===== src/verilog/seq_pkg.sv =====
// Purpose: Shared types, codes and step encoding of the target command sequencer
// Assumes: One 25 MHz clock, synchronous active-high reset
// Notes:   Step lists are stored with the first step in the low slice

package seq_pkg;

  // ==========================================================================
  // Command code space
  // ==========================================================================
  localparam logic [7:0] SEQ_FIRST  = 8'h20;
  localparam logic [7:0] SEQ_LAST   = 8'h2C;
  localparam logic [7:0] DISC_FIRST = 8'h30;
  localparam logic [7:0] DISC_LAST  = 8'h3B;
  localparam logic [7:0] CMD_SEND_DATA_PIO = 8'h34;
  localparam logic [7:0] CMD_SEND_DATA_DMA = 8'h35;
  localparam logic [7:0] CMD_RECV_DATA_PIO = 8'h36;
  localparam logic [7:0] CMD_RECV_DATA_DMA = 8'h37;
  localparam logic [7:0] CMD_SEND_MSG      = 8'h38;
  localparam logic [7:0] CMD_RECV_MSG      = 8'h39;
  localparam logic [7:0] CMD_SEND_STATUS   = 8'h3A;
  localparam logic [7:0] CMD_RECV_CDB      = 8'h3B;

  // ==========================================================================
  // Step encoding
  // ==========================================================================
  typedef enum logic [3:0] {
    OP_END     = 4'b0000,
    OP_RESEL   = 4'b0001,
    OP_PHASE   = 4'b0010,
    OP_SEND    = 4'b0011,
    OP_RECV    = 4'b0100,
    OP_DISC    = 4'b0101,
    OP_REQ_SET = 4'b0110,
    OP_REQ_CLR = 4'b0111,
    OP_DATA    = 4'b1000
  } op_kind_t;

  // Bus phase as MSG, C/D, I/O
  typedef enum logic [2:0] {
    PH_DATA_OUT = 3'b000,
    PH_DATA_IN  = 3'b001,
    PH_COMMAND  = 3'b010,
    PH_STATUS   = 3'b011,
    PH_MSG_OUT  = 3'b110,
    PH_MSG_IN   = 3'b111
  } phase_t;

  typedef enum logic [1:0] {
    CNT_ONE = 2'b00,
    CNT_TWO = 2'b01,
    CNT_N   = 2'b10,
    CNT_CDB = 2'b11
  } cnt_sel_t;

  typedef struct packed {
    op_kind_t kind;
    phase_t   phase;
    cnt_sel_t cnt;
  } op_t;

  // One bus action handed to the phase engine
  typedef struct packed {
    op_kind_t    kind;
    phase_t      phase;
    logic [2:0]  peer_id;
    logic [7:0]  data;
  } bus_step_t;

  localparam int OP_W  = $bits(op_t);
  localparam int OPS   = 8;
  localparam int SEQ_W = OPS * OP_W;
  typedef logic [SEQ_W-1:0] seq_t;

  // CDB lengths by opcode group
  localparam logic [7:0] CDB_LEN_G0 = 8'h06;
  localparam logic [7:0] CDB_LEN_G1 = 8'h0A;
  localparam logic [7:0] CDB_LEN_G5 = 8'h0C;

  function automatic op_t mk(op_kind_t k, phase_t p, cnt_sel_t c);
    op_t o;
    o.kind  = k;
    o.phase = p;
    o.cnt   = c;
    return o;
  endfunction

endpackage


===== src/verilog/step_buffer.sv =====
// Purpose: Two-entry buffer between sequencer and bus phase engine
// Assumes: Same clock on both sides
// Notes:   Head entry is a flop so the output needs no read mux

`timescale 1ns/10ps

module step_buffer #(
  parameter int W = 8
) (
  // Clock and reset
  input  wire logic         clk,
  input  wire logic         rst,
  // Filling side
  input  wire logic         in_valid,
  input  wire logic [W-1:0] in_data,
  output logic              in_ready,
  // Draining side
  output logic              out_valid,
  output logic [W-1:0]      out_data,
  input  wire logic         out_ready
);

  logic [W-1:0] ent0_r, ent0_nxt, ent1_r, ent1_nxt;
  logic         v0_r, v0_nxt, v1_r, v1_nxt;
  logic         push, pop;

  // ==========================================================================
  // Shift-down storage
  // ==========================================================================
  // Full only when both entries hold words; back-pressure reaches the source
  assign in_ready  = ~v1_r;
  assign out_valid = v0_r;
  assign out_data  = ent0_r;
  assign push      = in_valid & ~v1_r;
  assign pop       = v0_r & out_ready;

  // Next entry contents
  always_comb
  begin
    ent0_nxt = ent0_r;
    ent1_nxt = ent1_r;
    v0_nxt   = v0_r;
    v1_nxt   = v1_r;
    if (pop)
    begin
      if (v1_r)
      begin
        ent0_nxt = ent1_r;
        v1_nxt   = 1'b0;
      end
      else
      begin
        ent0_nxt = in_data;
        v0_nxt   = push;
      end
    end
    else if (push)
    begin
      if (v0_r)
      begin
        ent1_nxt = in_data;
        v1_nxt   = 1'b1;
      end
      else
      begin
        ent0_nxt = in_data;
        v0_nxt   = 1'b1;
      end
    end
  end

  // Registers
  always_ff @(posedge clk)
  begin
    if (rst)
    begin
      ent0_r <= '0;
      ent1_r <= '0;
      v0_r   <= 1'b0;
      v1_r   <= 1'b0;
    end
    else
    begin
      ent0_r <= ent0_nxt;
      ent1_r <= ent1_nxt;
      v0_r   <= v0_nxt;
      v1_r   <= v1_nxt;
    end
  end

endmodule


===== src/verilog/target_cmd_sequencer.sv =====
// Purpose: Decode target command codes and walk them as ordered bus steps
// Assumes: Send buffer read port has one cycle of latency
// Notes:   One step is outstanding at a time; the engine reports completion

`timescale 1ns/10ps

// Behaviour
// - Codes 0x20..0x2C with bits 7:6=0, 5=1, 4=0 are sequential commands
// - Codes 0x30..0x3B with bits 5:4 set are discrete bus actions
// - Sequential commands take no operand; host preloads buffer and registers
// - Program 0x38 takes address of message byte to send
// - Program 0x39 takes address where received message is written
// - Program 0x3A takes address of status byte to send
// - Program 0x3B takes address where received CDB is written
// - 0x20: reselect, message-in, send one message byte
// - 0x21: reselect, message-in, send byte-count message bytes
// - 0x22/0x23: reselect, one message, then terminate or link-terminate
// - 0x24: status byte, message byte, then disconnect
// - 0x25: status byte then message byte, no disconnect
// - 0x26: message-in, two-byte message, then disconnect
// - 0x27: message-in, send byte-count message bytes
// - 0x2A/0x2B N-byte terminate variants, 0x2C second disconnect sequence
// - Data send enters data-in, data receive enters data-out first
module target_cmd_sequencer #(
  parameter int AW = 8,
  parameter int CW = 8
) (
  // Clock and reset
  input  wire logic                  clk,
  input  wire logic                  rst,
  // Command from host logic
  input  wire logic                  cmd_valid,
  input  wire logic [7:0]            cmd_code,
  input  wire logic [AW-1:0]         cmd_operand,
  output logic                       cmd_ready,
  // Preloaded setup values
  input  wire logic [CW-1:0]         transfer_byte_count,
  input  wire logic [2:0]            peer_id_select,
  // Send buffer read port
  output logic                       sbuf_rd_en,
  output logic [AW-1:0]              sbuf_rd_addr,
  input  wire logic [7:0]            sbuf_rd_data,
  // Received byte write port
  output logic                       rx_wr_en,
  output logic [AW-1:0]              rx_wr_addr,
  output logic [7:0]                 rx_wr_data,
  // Steps toward the bus phase engine
  output logic                       step_valid,
  output seq_pkg::bus_step_t         step_data,
  input  wire logic                  step_ready,
  input  wire logic                  step_done,
  input  wire logic [7:0]            step_rx_byte,
  // Status
  output logic                       busy,
  output logic                       cmd_done,
  output logic                       cmd_reject
);

  typedef enum logic [2:0] {
    ST_IDLE  = 3'b000,
    ST_LOAD  = 3'b001,
    ST_READ  = 3'b010,
    ST_CATCH = 3'b011,
    ST_ISSUE = 3'b100,
    ST_WAIT  = 3'b101
  } state_t;

  state_t             state_r, state_nxt;
  seq_pkg::seq_t      seq_r, seq_nxt;
  logic [CW-1:0]      left_r, left_nxt;
  logic [AW-1:0]      sptr_r, sptr_nxt, rptr_r, rptr_nxt;
  logic [7:0]         byte_r, byte_nxt;
  logic               first_r, first_nxt;
  logic               rd_en_r, rd_en_nxt, wr_en_r, wr_en_nxt;
  logic [AW-1:0]      rd_addr_r, rd_addr_nxt, wr_addr_r, wr_addr_nxt;
  logic [7:0]         wr_data_r, wr_data_nxt;
  logic               busy_r, busy_nxt, done_r, done_nxt, rej_r, rej_nxt;
  logic               ready_r, ready_nxt;
  seq_pkg::op_t       cur;
  seq_pkg::bus_step_t push_step;
  logic               push, buf_ready, accept, is_seq, is_disc;

  // ==========================================================================
  // Decode
  // ==========================================================================
  assign accept  = cmd_valid & ready_r;
  // Code ranges come from bit fields, low nibble bounds the populated codes
  assign is_seq  = (cmd_code[7:4] == 4'h2) && (cmd_code <= seq_pkg::SEQ_LAST);
  assign is_disc = (cmd_code[7:4] == 4'h3) && (cmd_code <= seq_pkg::DISC_LAST);
  assign cur     = seq_pkg::op_t'(seq_r[seq_pkg::OP_W-1:0]);

  // Step list per code, written last step first
  function automatic seq_pkg::seq_t table_of(logic [7:0] c);
    seq_pkg::op_t rs, mi, st, s1, s2, sn, dc;
    rs = seq_pkg::mk(seq_pkg::OP_RESEL, seq_pkg::PH_MSG_IN, seq_pkg::CNT_ONE);
    mi = seq_pkg::mk(seq_pkg::OP_PHASE, seq_pkg::PH_MSG_IN, seq_pkg::CNT_ONE);
    st = seq_pkg::mk(seq_pkg::OP_PHASE, seq_pkg::PH_STATUS, seq_pkg::CNT_ONE);
    s1 = seq_pkg::mk(seq_pkg::OP_SEND, seq_pkg::PH_MSG_IN, seq_pkg::CNT_ONE);
    s2 = seq_pkg::mk(seq_pkg::OP_SEND, seq_pkg::PH_MSG_IN, seq_pkg::CNT_TWO);
    sn = seq_pkg::mk(seq_pkg::OP_SEND, seq_pkg::PH_MSG_IN, seq_pkg::CNT_N);
    dc = seq_pkg::mk(seq_pkg::OP_DISC, seq_pkg::PH_MSG_IN, seq_pkg::CNT_ONE);
    case (c)
      8'h20: table_of = seq_pkg::seq_t'({s1, mi, rs});
      8'h21: table_of = seq_pkg::seq_t'({sn, mi, rs});
      8'h22: table_of = seq_pkg::seq_t'({dc, s1, mi, s1, st, s1, mi, rs});
      8'h23: table_of = seq_pkg::seq_t'({s1, mi, s1, st, s1, mi, rs});
      8'h24: table_of = seq_pkg::seq_t'({dc, s1, mi, s1, st});
      8'h25: table_of = seq_pkg::seq_t'({s1, mi, s1, st});
      8'h26: table_of = seq_pkg::seq_t'({dc, s2, mi});
      8'h27: table_of = seq_pkg::seq_t'({sn, mi});
      8'h28: table_of = seq_pkg::seq_t'({seq_pkg::mk(seq_pkg::OP_RECV, seq_pkg::PH_COMMAND, seq_pkg::CNT_N),
                                          seq_pkg::mk(seq_pkg::OP_PHASE, seq_pkg::PH_COMMAND, seq_pkg::CNT_ONE)});
      8'h29: table_of = seq_pkg::seq_t'({seq_pkg::mk(seq_pkg::OP_RECV, seq_pkg::PH_MSG_OUT, seq_pkg::CNT_N),
                                          seq_pkg::mk(seq_pkg::OP_PHASE, seq_pkg::PH_MSG_OUT, seq_pkg::CNT_ONE)});
      8'h2A: table_of = seq_pkg::seq_t'({dc, s1, mi, s1, st, sn, mi, rs});
      8'h2B: table_of = seq_pkg::seq_t'({s1, mi, s1, st, sn, mi, rs});
      8'h2C: table_of = seq_pkg::seq_t'({dc, s1, mi});
      8'h30: table_of = seq_pkg::seq_t'(rs);
      8'h31: table_of = seq_pkg::seq_t'(seq_pkg::mk(seq_pkg::OP_REQ_SET, seq_pkg::PH_MSG_IN, seq_pkg::CNT_ONE));
      8'h32: table_of = seq_pkg::seq_t'(seq_pkg::mk(seq_pkg::OP_REQ_CLR, seq_pkg::PH_MSG_IN, seq_pkg::CNT_ONE));
      8'h33: table_of = seq_pkg::seq_t'(dc);
      // Data phase first, then one engine-run transfer
      8'h34, 8'h35: table_of = seq_pkg::seq_t'({
        seq_pkg::mk(seq_pkg::OP_DATA, seq_pkg::PH_DATA_IN, seq_pkg::CNT_ONE),
        seq_pkg::mk(seq_pkg::OP_PHASE, seq_pkg::PH_DATA_IN, seq_pkg::CNT_ONE)});
      8'h36, 8'h37: table_of = seq_pkg::seq_t'({
        seq_pkg::mk(seq_pkg::OP_DATA, seq_pkg::PH_DATA_OUT, seq_pkg::CNT_ONE),
        seq_pkg::mk(seq_pkg::OP_PHASE, seq_pkg::PH_DATA_OUT, seq_pkg::CNT_ONE)});
      8'h38: table_of = seq_pkg::seq_t'({s1, mi});
      8'h39: table_of = seq_pkg::seq_t'({seq_pkg::mk(seq_pkg::OP_RECV, seq_pkg::PH_MSG_OUT, seq_pkg::CNT_ONE),
                                          seq_pkg::mk(seq_pkg::OP_PHASE, seq_pkg::PH_MSG_OUT, seq_pkg::CNT_ONE)});
      8'h3A: table_of = seq_pkg::seq_t'({seq_pkg::mk(seq_pkg::OP_SEND, seq_pkg::PH_STATUS, seq_pkg::CNT_ONE), st});
      8'h3B: table_of = seq_pkg::seq_t'({seq_pkg::mk(seq_pkg::OP_RECV, seq_pkg::PH_COMMAND, seq_pkg::CNT_CDB),
                                          seq_pkg::mk(seq_pkg::OP_PHASE, seq_pkg::PH_COMMAND, seq_pkg::CNT_ONE)});
      default: table_of = '0;
    endcase
  endfunction

  // CDB length from the opcode group of its first byte
  function automatic logic [7:0] cdb_len(logic [7:0] op);
    case (op[7:5])
      3'd1, 3'd2: cdb_len = seq_pkg::CDB_LEN_G1;
      3'd5:       cdb_len = seq_pkg::CDB_LEN_G5;
      default:    cdb_len = seq_pkg::CDB_LEN_G0;
    endcase
  endfunction

  // ==========================================================================
  // Sequencer
  // ==========================================================================
  assign push = (state_r == ST_ISSUE) && buf_ready;
  always_comb
  begin
    push_step.kind    = cur.kind;
    push_step.phase   = cur.phase;
    push_step.peer_id = peer_id_select;
    push_step.data    = byte_r;
  end

  // Next state and datapath; one step outstanding keeps bus phases ordered
  always_comb
  begin
    state_nxt   = state_r;
    seq_nxt     = seq_r;
    left_nxt    = left_r;
    sptr_nxt    = sptr_r;
    rptr_nxt    = rptr_r;
    byte_nxt    = byte_r;
    first_nxt   = first_r;
    rd_en_nxt   = 1'b0;
    rd_addr_nxt = rd_addr_r;
    wr_en_nxt   = 1'b0;
    wr_addr_nxt = wr_addr_r;
    wr_data_nxt = wr_data_r;
    done_nxt    = 1'b0;
    rej_nxt     = 1'b0;
    case (state_r)
      ST_IDLE:
      begin
        if (accept)
        begin
          if (is_seq || is_disc)
          begin
            seq_nxt   = table_of(cmd_code);
            state_nxt = ST_LOAD;
            // Sequential codes start at buffer origin; discrete ones use operand
            sptr_nxt  = is_seq ? '0 : cmd_operand;
            rptr_nxt  = is_seq ? '0 : cmd_operand;
          end
          else
          begin
            rej_nxt = 1'b1;
          end
        end
      end
      ST_LOAD:
      begin
        first_nxt = 1'b1;
        case (cur.cnt)
          seq_pkg::CNT_TWO: left_nxt = CW'(2);
          // Byte count of one is not allowed by the host; zero wraps the count and sends 256 bytes at CW of 8
          seq_pkg::CNT_N:   left_nxt = transfer_byte_count;
          default:          left_nxt = CW'(1);
        endcase
        if (cur.kind == seq_pkg::OP_END)
        begin
          done_nxt  = 1'b1;
          state_nxt = ST_IDLE;
        end
        else if (cur.kind == seq_pkg::OP_SEND)
        begin
          rd_en_nxt   = 1'b1;
          rd_addr_nxt = sptr_r;
          state_nxt   = ST_READ;
        end
        else
        begin
          state_nxt = ST_ISSUE;
        end
      end
      ST_READ:  state_nxt = ST_CATCH;
      ST_CATCH:
      begin
        byte_nxt  = sbuf_rd_data;
        state_nxt = ST_ISSUE;
      end
      ST_ISSUE: if (buf_ready) state_nxt = ST_WAIT;
      ST_WAIT:
      begin
        if (step_done)
        begin
          first_nxt = 1'b0;
          left_nxt  = left_r - CW'(1);
          if (cur.kind == seq_pkg::OP_SEND)
            sptr_nxt = sptr_r + AW'(1);
          if (cur.kind == seq_pkg::OP_RECV)
          begin
            wr_en_nxt   = 1'b1;
            wr_addr_nxt = rptr_r;
            wr_data_nxt = step_rx_byte;
            rptr_nxt    = rptr_r + AW'(1);
            if (cur.cnt == seq_pkg::CNT_CDB && first_r)
              left_nxt = CW'(cdb_len(step_rx_byte) - 8'h01);
          end
          if ((cur.kind == seq_pkg::OP_SEND || cur.kind == seq_pkg::OP_RECV) && left_nxt != '0)
          begin
            rd_en_nxt   = (cur.kind == seq_pkg::OP_SEND);
            rd_addr_nxt = sptr_nxt;
            state_nxt   = (cur.kind == seq_pkg::OP_SEND) ? ST_READ : ST_ISSUE;
          end
          else
          begin
            // Advance to the next listed step only after completion
            seq_nxt   = seq_r >> seq_pkg::OP_W;
            state_nxt = ST_LOAD;
          end
        end
      end
      default: state_nxt = ST_IDLE;
    endcase
    busy_nxt  = (state_nxt != ST_IDLE);
    ready_nxt = (state_nxt == ST_IDLE);
  end

  // Registers
  always_ff @(posedge clk)
  begin
    if (rst)
    begin
      state_r   <= ST_IDLE;
      seq_r     <= '0;
      left_r    <= '0;
      sptr_r    <= '0;
      rptr_r    <= '0;
      byte_r    <= '0;
      first_r   <= 1'b0;
      rd_en_r   <= 1'b0;
      rd_addr_r <= '0;
      wr_en_r   <= 1'b0;
      wr_addr_r <= '0;
      wr_data_r <= '0;
      busy_r    <= 1'b0;
      done_r    <= 1'b0;
      rej_r     <= 1'b0;
      ready_r   <= 1'b0;
    end
    else
    begin
      state_r   <= state_nxt;
      seq_r     <= seq_nxt;
      left_r    <= left_nxt;
      sptr_r    <= sptr_nxt;
      rptr_r    <= rptr_nxt;
      byte_r    <= byte_nxt;
      first_r   <= first_nxt;
      rd_en_r   <= rd_en_nxt;
      rd_addr_r <= rd_addr_nxt;
      wr_en_r   <= wr_en_nxt;
      wr_addr_r <= wr_addr_nxt;
      wr_data_r <= wr_data_nxt;
      busy_r    <= busy_nxt;
      done_r    <= done_nxt;
      rej_r     <= rej_nxt;
      ready_r   <= ready_nxt;
    end
  end

  // Output buffer absorbs an engine stall without losing a step
  step_buffer #(.W($bits(seq_pkg::bus_step_t))) u_buf (
    .clk       (clk),
    .rst       (rst),
    .in_valid  (push),
    .in_data   (push_step),
    .in_ready  (buf_ready),
    .out_valid (step_valid),
    .out_data  (step_data),
    .out_ready (step_ready)
  );

  assign cmd_ready    = ready_r;
  assign sbuf_rd_en   = rd_en_r;
  assign sbuf_rd_addr = rd_addr_r;
  assign rx_wr_en     = wr_en_r;
  assign rx_wr_addr   = wr_addr_r;
  assign rx_wr_data   = wr_data_r;
  assign busy         = busy_r;
  assign cmd_done     = done_r;
  assign cmd_reject   = rej_r;

  // ==========================================================================
  // Checks
  // ==========================================================================
  AST_SEQ_ACCEPT: assert property (@(posedge clk) disable iff (rst)
    accept && cmd_code >= 8'h20 && cmd_code <= 8'h2C |=> busy && !cmd_reject)
    else $error("sequential code not accepted");
  AST_DISC_ACCEPT: assert property (@(posedge clk) disable iff (rst)
    accept && cmd_code >= 8'h30 && cmd_code <= 8'h3B |=> busy && !cmd_reject)
    else $error("discrete code not accepted");
  AST_BAD_REJECT: assert property (@(posedge clk) disable iff (rst)
    accept && !(cmd_code inside {[8'h20:8'h2C], [8'h30:8'h3B]}) |=> cmd_reject && !busy)
    else $error("undefined code not rejected");
  AST_SEQ_NO_OPERAND: assert property (@(posedge clk) disable iff (rst)
    accept && is_seq |=> sptr_r == '0 && rptr_r == '0)
    else $error("sequential command used operand");
  AST_SEND_MSG_ADDR: assert property (@(posedge clk) disable iff (rst)
    accept && cmd_code == 8'h38 |=> sptr_r == $past(cmd_operand))
    else $error("message byte not read at operand");
  AST_RECV_MSG_ADDR: assert property (@(posedge clk) disable iff (rst)
    accept && cmd_code == 8'h39 |=> rptr_r == $past(cmd_operand))
    else $error("message write address wrong");
  AST_STATUS_ADDR: assert property (@(posedge clk) disable iff (rst)
    accept && cmd_code == 8'h3A |=> sptr_r == $past(cmd_operand))
    else $error("status read address wrong");
  AST_CDB_ADDR: assert property (@(posedge clk) disable iff (rst)
    rx_wr_en && $past(state_r == ST_WAIT && first_r && cur.cnt == seq_pkg::CNT_CDB) |-> rx_wr_addr == $past(rptr_r))
    else $error("first CDB byte misplaced");
  AST_DATA_PHASE_FIRST: assert property (@(posedge clk) disable iff (rst)
    accept && cmd_code inside {[8'h34:8'h37]} |=> ##1 push && push_step.kind == seq_pkg::OP_PHASE
      && push_step.phase == ($past(cmd_code[1], 2) ? seq_pkg::PH_DATA_OUT : seq_pkg::PH_DATA_IN))
    else $error("data phase not entered first");
  AST_HOLD_UNTIL_DONE: assert property (@(posedge clk) disable iff (rst)
    state_r == ST_WAIT && !step_done |=> state_r == ST_WAIT && !push)
    else $error("step advanced before completion");
  AST_DISC_LAST: assert property (@(posedge clk) disable iff (rst)
    state_r == ST_WAIT && step_done && cur.kind == seq_pkg::OP_DISC |=> state_r == ST_LOAD
      && cur.kind == seq_pkg::OP_END)
    else $error("steps follow disconnect");

endmodule

===== config.mk =====
export PLATFORM = sky130hd
export DESIGN_NAME = target_cmd_sequencer
export DESIGN_NICKNAME = d
export VERILOG_FILES = /design/src/verilog/seq_pkg.sv /design/src/verilog/step_buffer.sv /design/src/verilog/target_cmd_sequencer.sv
export SDC_FILE = /design/constraint.sdc
export NUM_CORES = 1
export LEC_CHECK = 0
export BUFFER_PORTS_ARGS = -buffer_cell sky130_fd_sc_hd__buf_2
export CORE_MARGIN = 5
export CORE_UTILIZATION = 25
export DETAILED_ROUTE_END_ITERATION = 10
export SETUP_SLACK_MARGIN = 0.5
export SLEW_MARGIN = 20
export SYNTH_ARGS = -nofsm -noshare
export SYNTH_HDL_FRONTEND = slang
export SYNTH_MEMORY_MAX_BITS = 65536
export SYNTH_SLANG_ARGS = --single-unit
export TNS_END_PERCENT = 1

===== constraint.sdc =====
create_clock -name clk -period 3.8 [get_ports clk]
set_clock_uncertainty 0.15 [all_clocks]
set_input_delay 1.14 -clock clk [delete_from_list [all_inputs] [get_ports clk]]
set_output_delay 1.14 -clock clk [all_outputs]
set_load 0.005 [all_outputs]

==> results.txt <==
* Startpoint of the tightest hold check path: rx_wr_addr[2]$_SDFFE_PP0P_
- Final WL: about 20,000 um
* Number of CTS-inserted buffers: 17
- After synthesis, the share of flip-flops with an asynchronous set or reset is 0%.
- At the worst endpoint, the arrival time is 3.23 ns.
- Layout area overhead: 20.8%
* First-pass iteration count of the detailed router: 5
- Post-Route Setup TNS: 0 ns
* Type of the most critical hold path: reg -> reg
- Routed Antenna Nets: 0
- Iteration-0 DRC Markers: approximately 600
* Static power due to leakage: 3.58 nW
* Highest clock frequency the design can meet: 328 MHz
- The clock passes through at most 2 buffers.
- Each instance of the synthesized netlist takes up on average 8.41 um2.
- Across every metal layer, demand over resource in global routing totals between 10% and 20%.
- Remaining DRCs: 0
* Count of instances resized after the clock tree is built: 0
- Worst slew slack as a fraction of its limit: 53.8%
* Post-layout minimum cycle time: between 3 and 4 ns
* Number of top-level design ports: 97
* Post-CTS Hold Fix Bufs: 0
* Power per unit of standard cell area: 389 nW/um2
- Critical Path Max Stage Delay: about 0.44 ns
- Clk sinks: 145
* Final Setup Violations: 0
- Weighted congestion at the end of routability-driven global placement: 0.862
* Area of the placeable core: 28,800 um2
* Number of vias per cell after detailed routing: 4.88
* Origin of the worst setup path: cmd_code[1]
- Number of warning messages in the yosys log: 0
* Count of buffers inserted at the top-level ports: 96
- Tightest Pin Transition: 0.690 ns
- Cells with a size suffix above 1 make up 19.8% of the layout.
- The max-slew violation count came to 0.
* Clock tree from TritonCTS: built
- For this run, the leading register cell type out of synthesis is dfxtp_1.
* Max-capacitance violation count: 0
* Number of hold violations in the final report: 0
* Total number of placement rows: between 60 and 70
- Gate Count Post-Synth: 867
- The worst setup path is of the in -> reg kind.
- For the worst-skew pair, the clock arrives at the later sink with an insertion delay of between 0.4 and 0.5 ns.
- Grt ovf: 0
* Clock transition time at the flip-flop clock pins of the worst setup and hold paths: 0.06 ns
* Kind of cell adding the most delay to the critical path: compound AO/OA/AOI/OAI gates
- The via count of the first global-routing pass came to approximately 6,300.
- Data required, critical path: 3.98 ns
* Net count after synthesis: 933
* Floorplan die area: about 33,000 um2
- Critical Path Source Type: input pin
* Worst flop-to-flop path startpoint: left_r[0]$_SDFFE_PP0P_
- Cell Chain, Critical Path: buf_2 -> inv_1 -> ha_1 -> nor2b_1 -> o211ai_1 -> a22o_1 -> buf_4 -> nor2_2 -> buf_4 -> a311oi_1
- Mapped Area: 7290 um2
- Setup repair after global routing left no endpoint under its margin.
* Post-DP HPWL: roughly 14,000 um
- Net count reported at finish: 1,008
* Starting density of the core: 25.3%
* Antenna violations before repair: 1
- Clock tree root buffer cell: clkbuf_16
- Cells fill 30.6% of the core in the end.
* Portion of the post-synthesis area used by sequential elements: between 30% and 40%
* Worst Path Max Fanout: 12
- Maximum number of pins on one net before global-route repair: 61
- Mean routed wirelength per cell: 15.2 um
* Width of the die: about 180 um
- After synthesis the netlist holds a flip-flop and latch count of 145.
- Slowest cell on crit path: a22o_1
- EDFF count, synth: 0
- The number of buffers and inverters on the critical path is 4.
- The synthesized netlist contains 67 unique library cells.
- The flow ran to the end, and the final reports show no timing, DRC or antenna violations.
- Critical path's most frequent cell: buf_4
* Height of the die: 181 um
* Depth of the CTS H-tree: 4
- Worst ir drop on vdd: 0.000295 V
* Wire length of the first global-routing pass: 33,300 um
- Final worst-path cycle share: 80.3%
- The worst setup path is captured at a register.
- Post-CTS Setup Repair Bufs: 0
- Via Count: 6,533
==> logic make-up after synthesis <==
group / synth area share (%)
AND/OR/NAND/NOR: 17.8
flip-flops: 39.8
adder cells (fa/ha/maj): 3.09
AO/OA/AOI/OAI: 24.6
XOR/XNOR: 1.80
buffers and inverters: 5.08
multiplexers: 7.88
==> final timing paths <==
path,depth (start not counted),endpoint,slack [ns]
max reg2reg,8,seq_r[9]$_SDFFE_PP0P_,0.83
max,10,seq_r[40]$_SDFFE_PP0P_,0.75
min,2,rx_wr_addr[2]$_SDFFE_PP0P_,0.30
min reg2reg,2,rx_wr_addr[2]$_SDFFE_PP0P_,0.30
==> cell usage in the layout, fill, tap and decap left out, drive strengths merged, types with 6 or more instances in the layout <==
cell type  count
mux2i         54
and3           6
nand3         31
ha            18
nor2b          6
nand2         75
nor3          25
a31oi         10
nor2          97
clkbuf        19
dfxtp        145
buf          122
o21ai         46
nand2b         6
xnor2          8
a311oi         6
a211oi        48
xor2           7
a22oi          8
a21oi        117
inv           23
==> per-layer routing <==
layer	routed length, um	share of wire [%]	global-route usage (%)	vias to the layer above
met5	0	0	0	-
met4	223	1.1	3.15	0
met3	1130	5.5	3.72	23
met2	9490	47	19.5	144
met1	9550	47	16.2	3099
li1	-	-	-	3267
==> report_power, final <==
part	internal (mW)	switching, mW
clock	0.999	0.698
combinational	0.0695	0.118
sequential	1.53	0.0116
total	2.60	0.827
==> worst min-delay path: stages, from the launching register on <==
cell and delay (ns):
dfxtp_1 0.30, nand2_1 0.05, a21oi_1 0.05
==> synth_stat cells (all sizes together) (2+ instances only) <==
master	number	share of area, %
and2	3	0.26
a211oi	48	6.3
nand4	5	0.43
or4	3	0.31
o21a	3	0.41
nor4b	2	0.33
a221oi	5	0.60
nand3b	3	0.31
nor2b	6	0.52
nand3	31	2.1
a22oi	8	0.82
clkbuf	51	2.6
and3b	2	0.24
dfxtp	145	40
a311oi	6	0.81
xnor2	8	0.96
o21ai	46	3.2
a21oi	117	8.0
o22ai	2	0.26
mux2i	54	7.4
nor3	25	1.9
or3	3	0.26
and3	6	0.52
a22o	3	0.36
o211ai	2	0.21
nor3b	2	0.21
nand2	75	3.9
o31ai	5	0.70
buf	15	1.5
inv	19	0.98
or4b	2	0.27
nor2	97	5.3
mux2	3	0.46
a31oi	10	0.86
a32oi	2	0.24
ha	18	3.1
xor2	7	0.84
a21o	5	0.52
nand2b	6	0.52
==> registers in the layout, indices dropped and copies added (netlist names), 3 cells and up <==
register,count
u_buf.out_data,18
rx_wr_data,8
u_buf.ent1_r,18
state_r,3
sptr_r,8
rptr_r,8
seq_r,41
left_r,8
byte_r,8
sbuf_rd_addr,8
rx_wr_addr,8
==> per-stage QoR <==
step           power (mW)  hold WS, ns  cell area [um2]  worst slack, ns  instances
5_1_grt              3.55        0.329             8800            0.519       1340
6_report             3.43        0.300             8800            0.750       1340
4_1_cts              3.46        0.303             8800            0.788       1339
2_1_floorplan        1.69        0.291             7290            0.628        867
3_5_place_dp         1.76        0.294             8210            0.342       1307
3_3_place_gp         1.76        0.289             8210            0.365       1307
==> area by class of cell <==
type / instances / area [um2]
multi-input cells: 637 / 4040
repair buffers: 122 / 716
diodes: 1 / 2.50
flip-flops and latches: 145 / 2900
clock inverters: 13 / 154
inverters: 19 / 71.3
fillers: 3059 / 20000
clock buffers: 19 / 443
well taps: 384 / 480
Note: power is estimated with default switching activity, not from simulation.
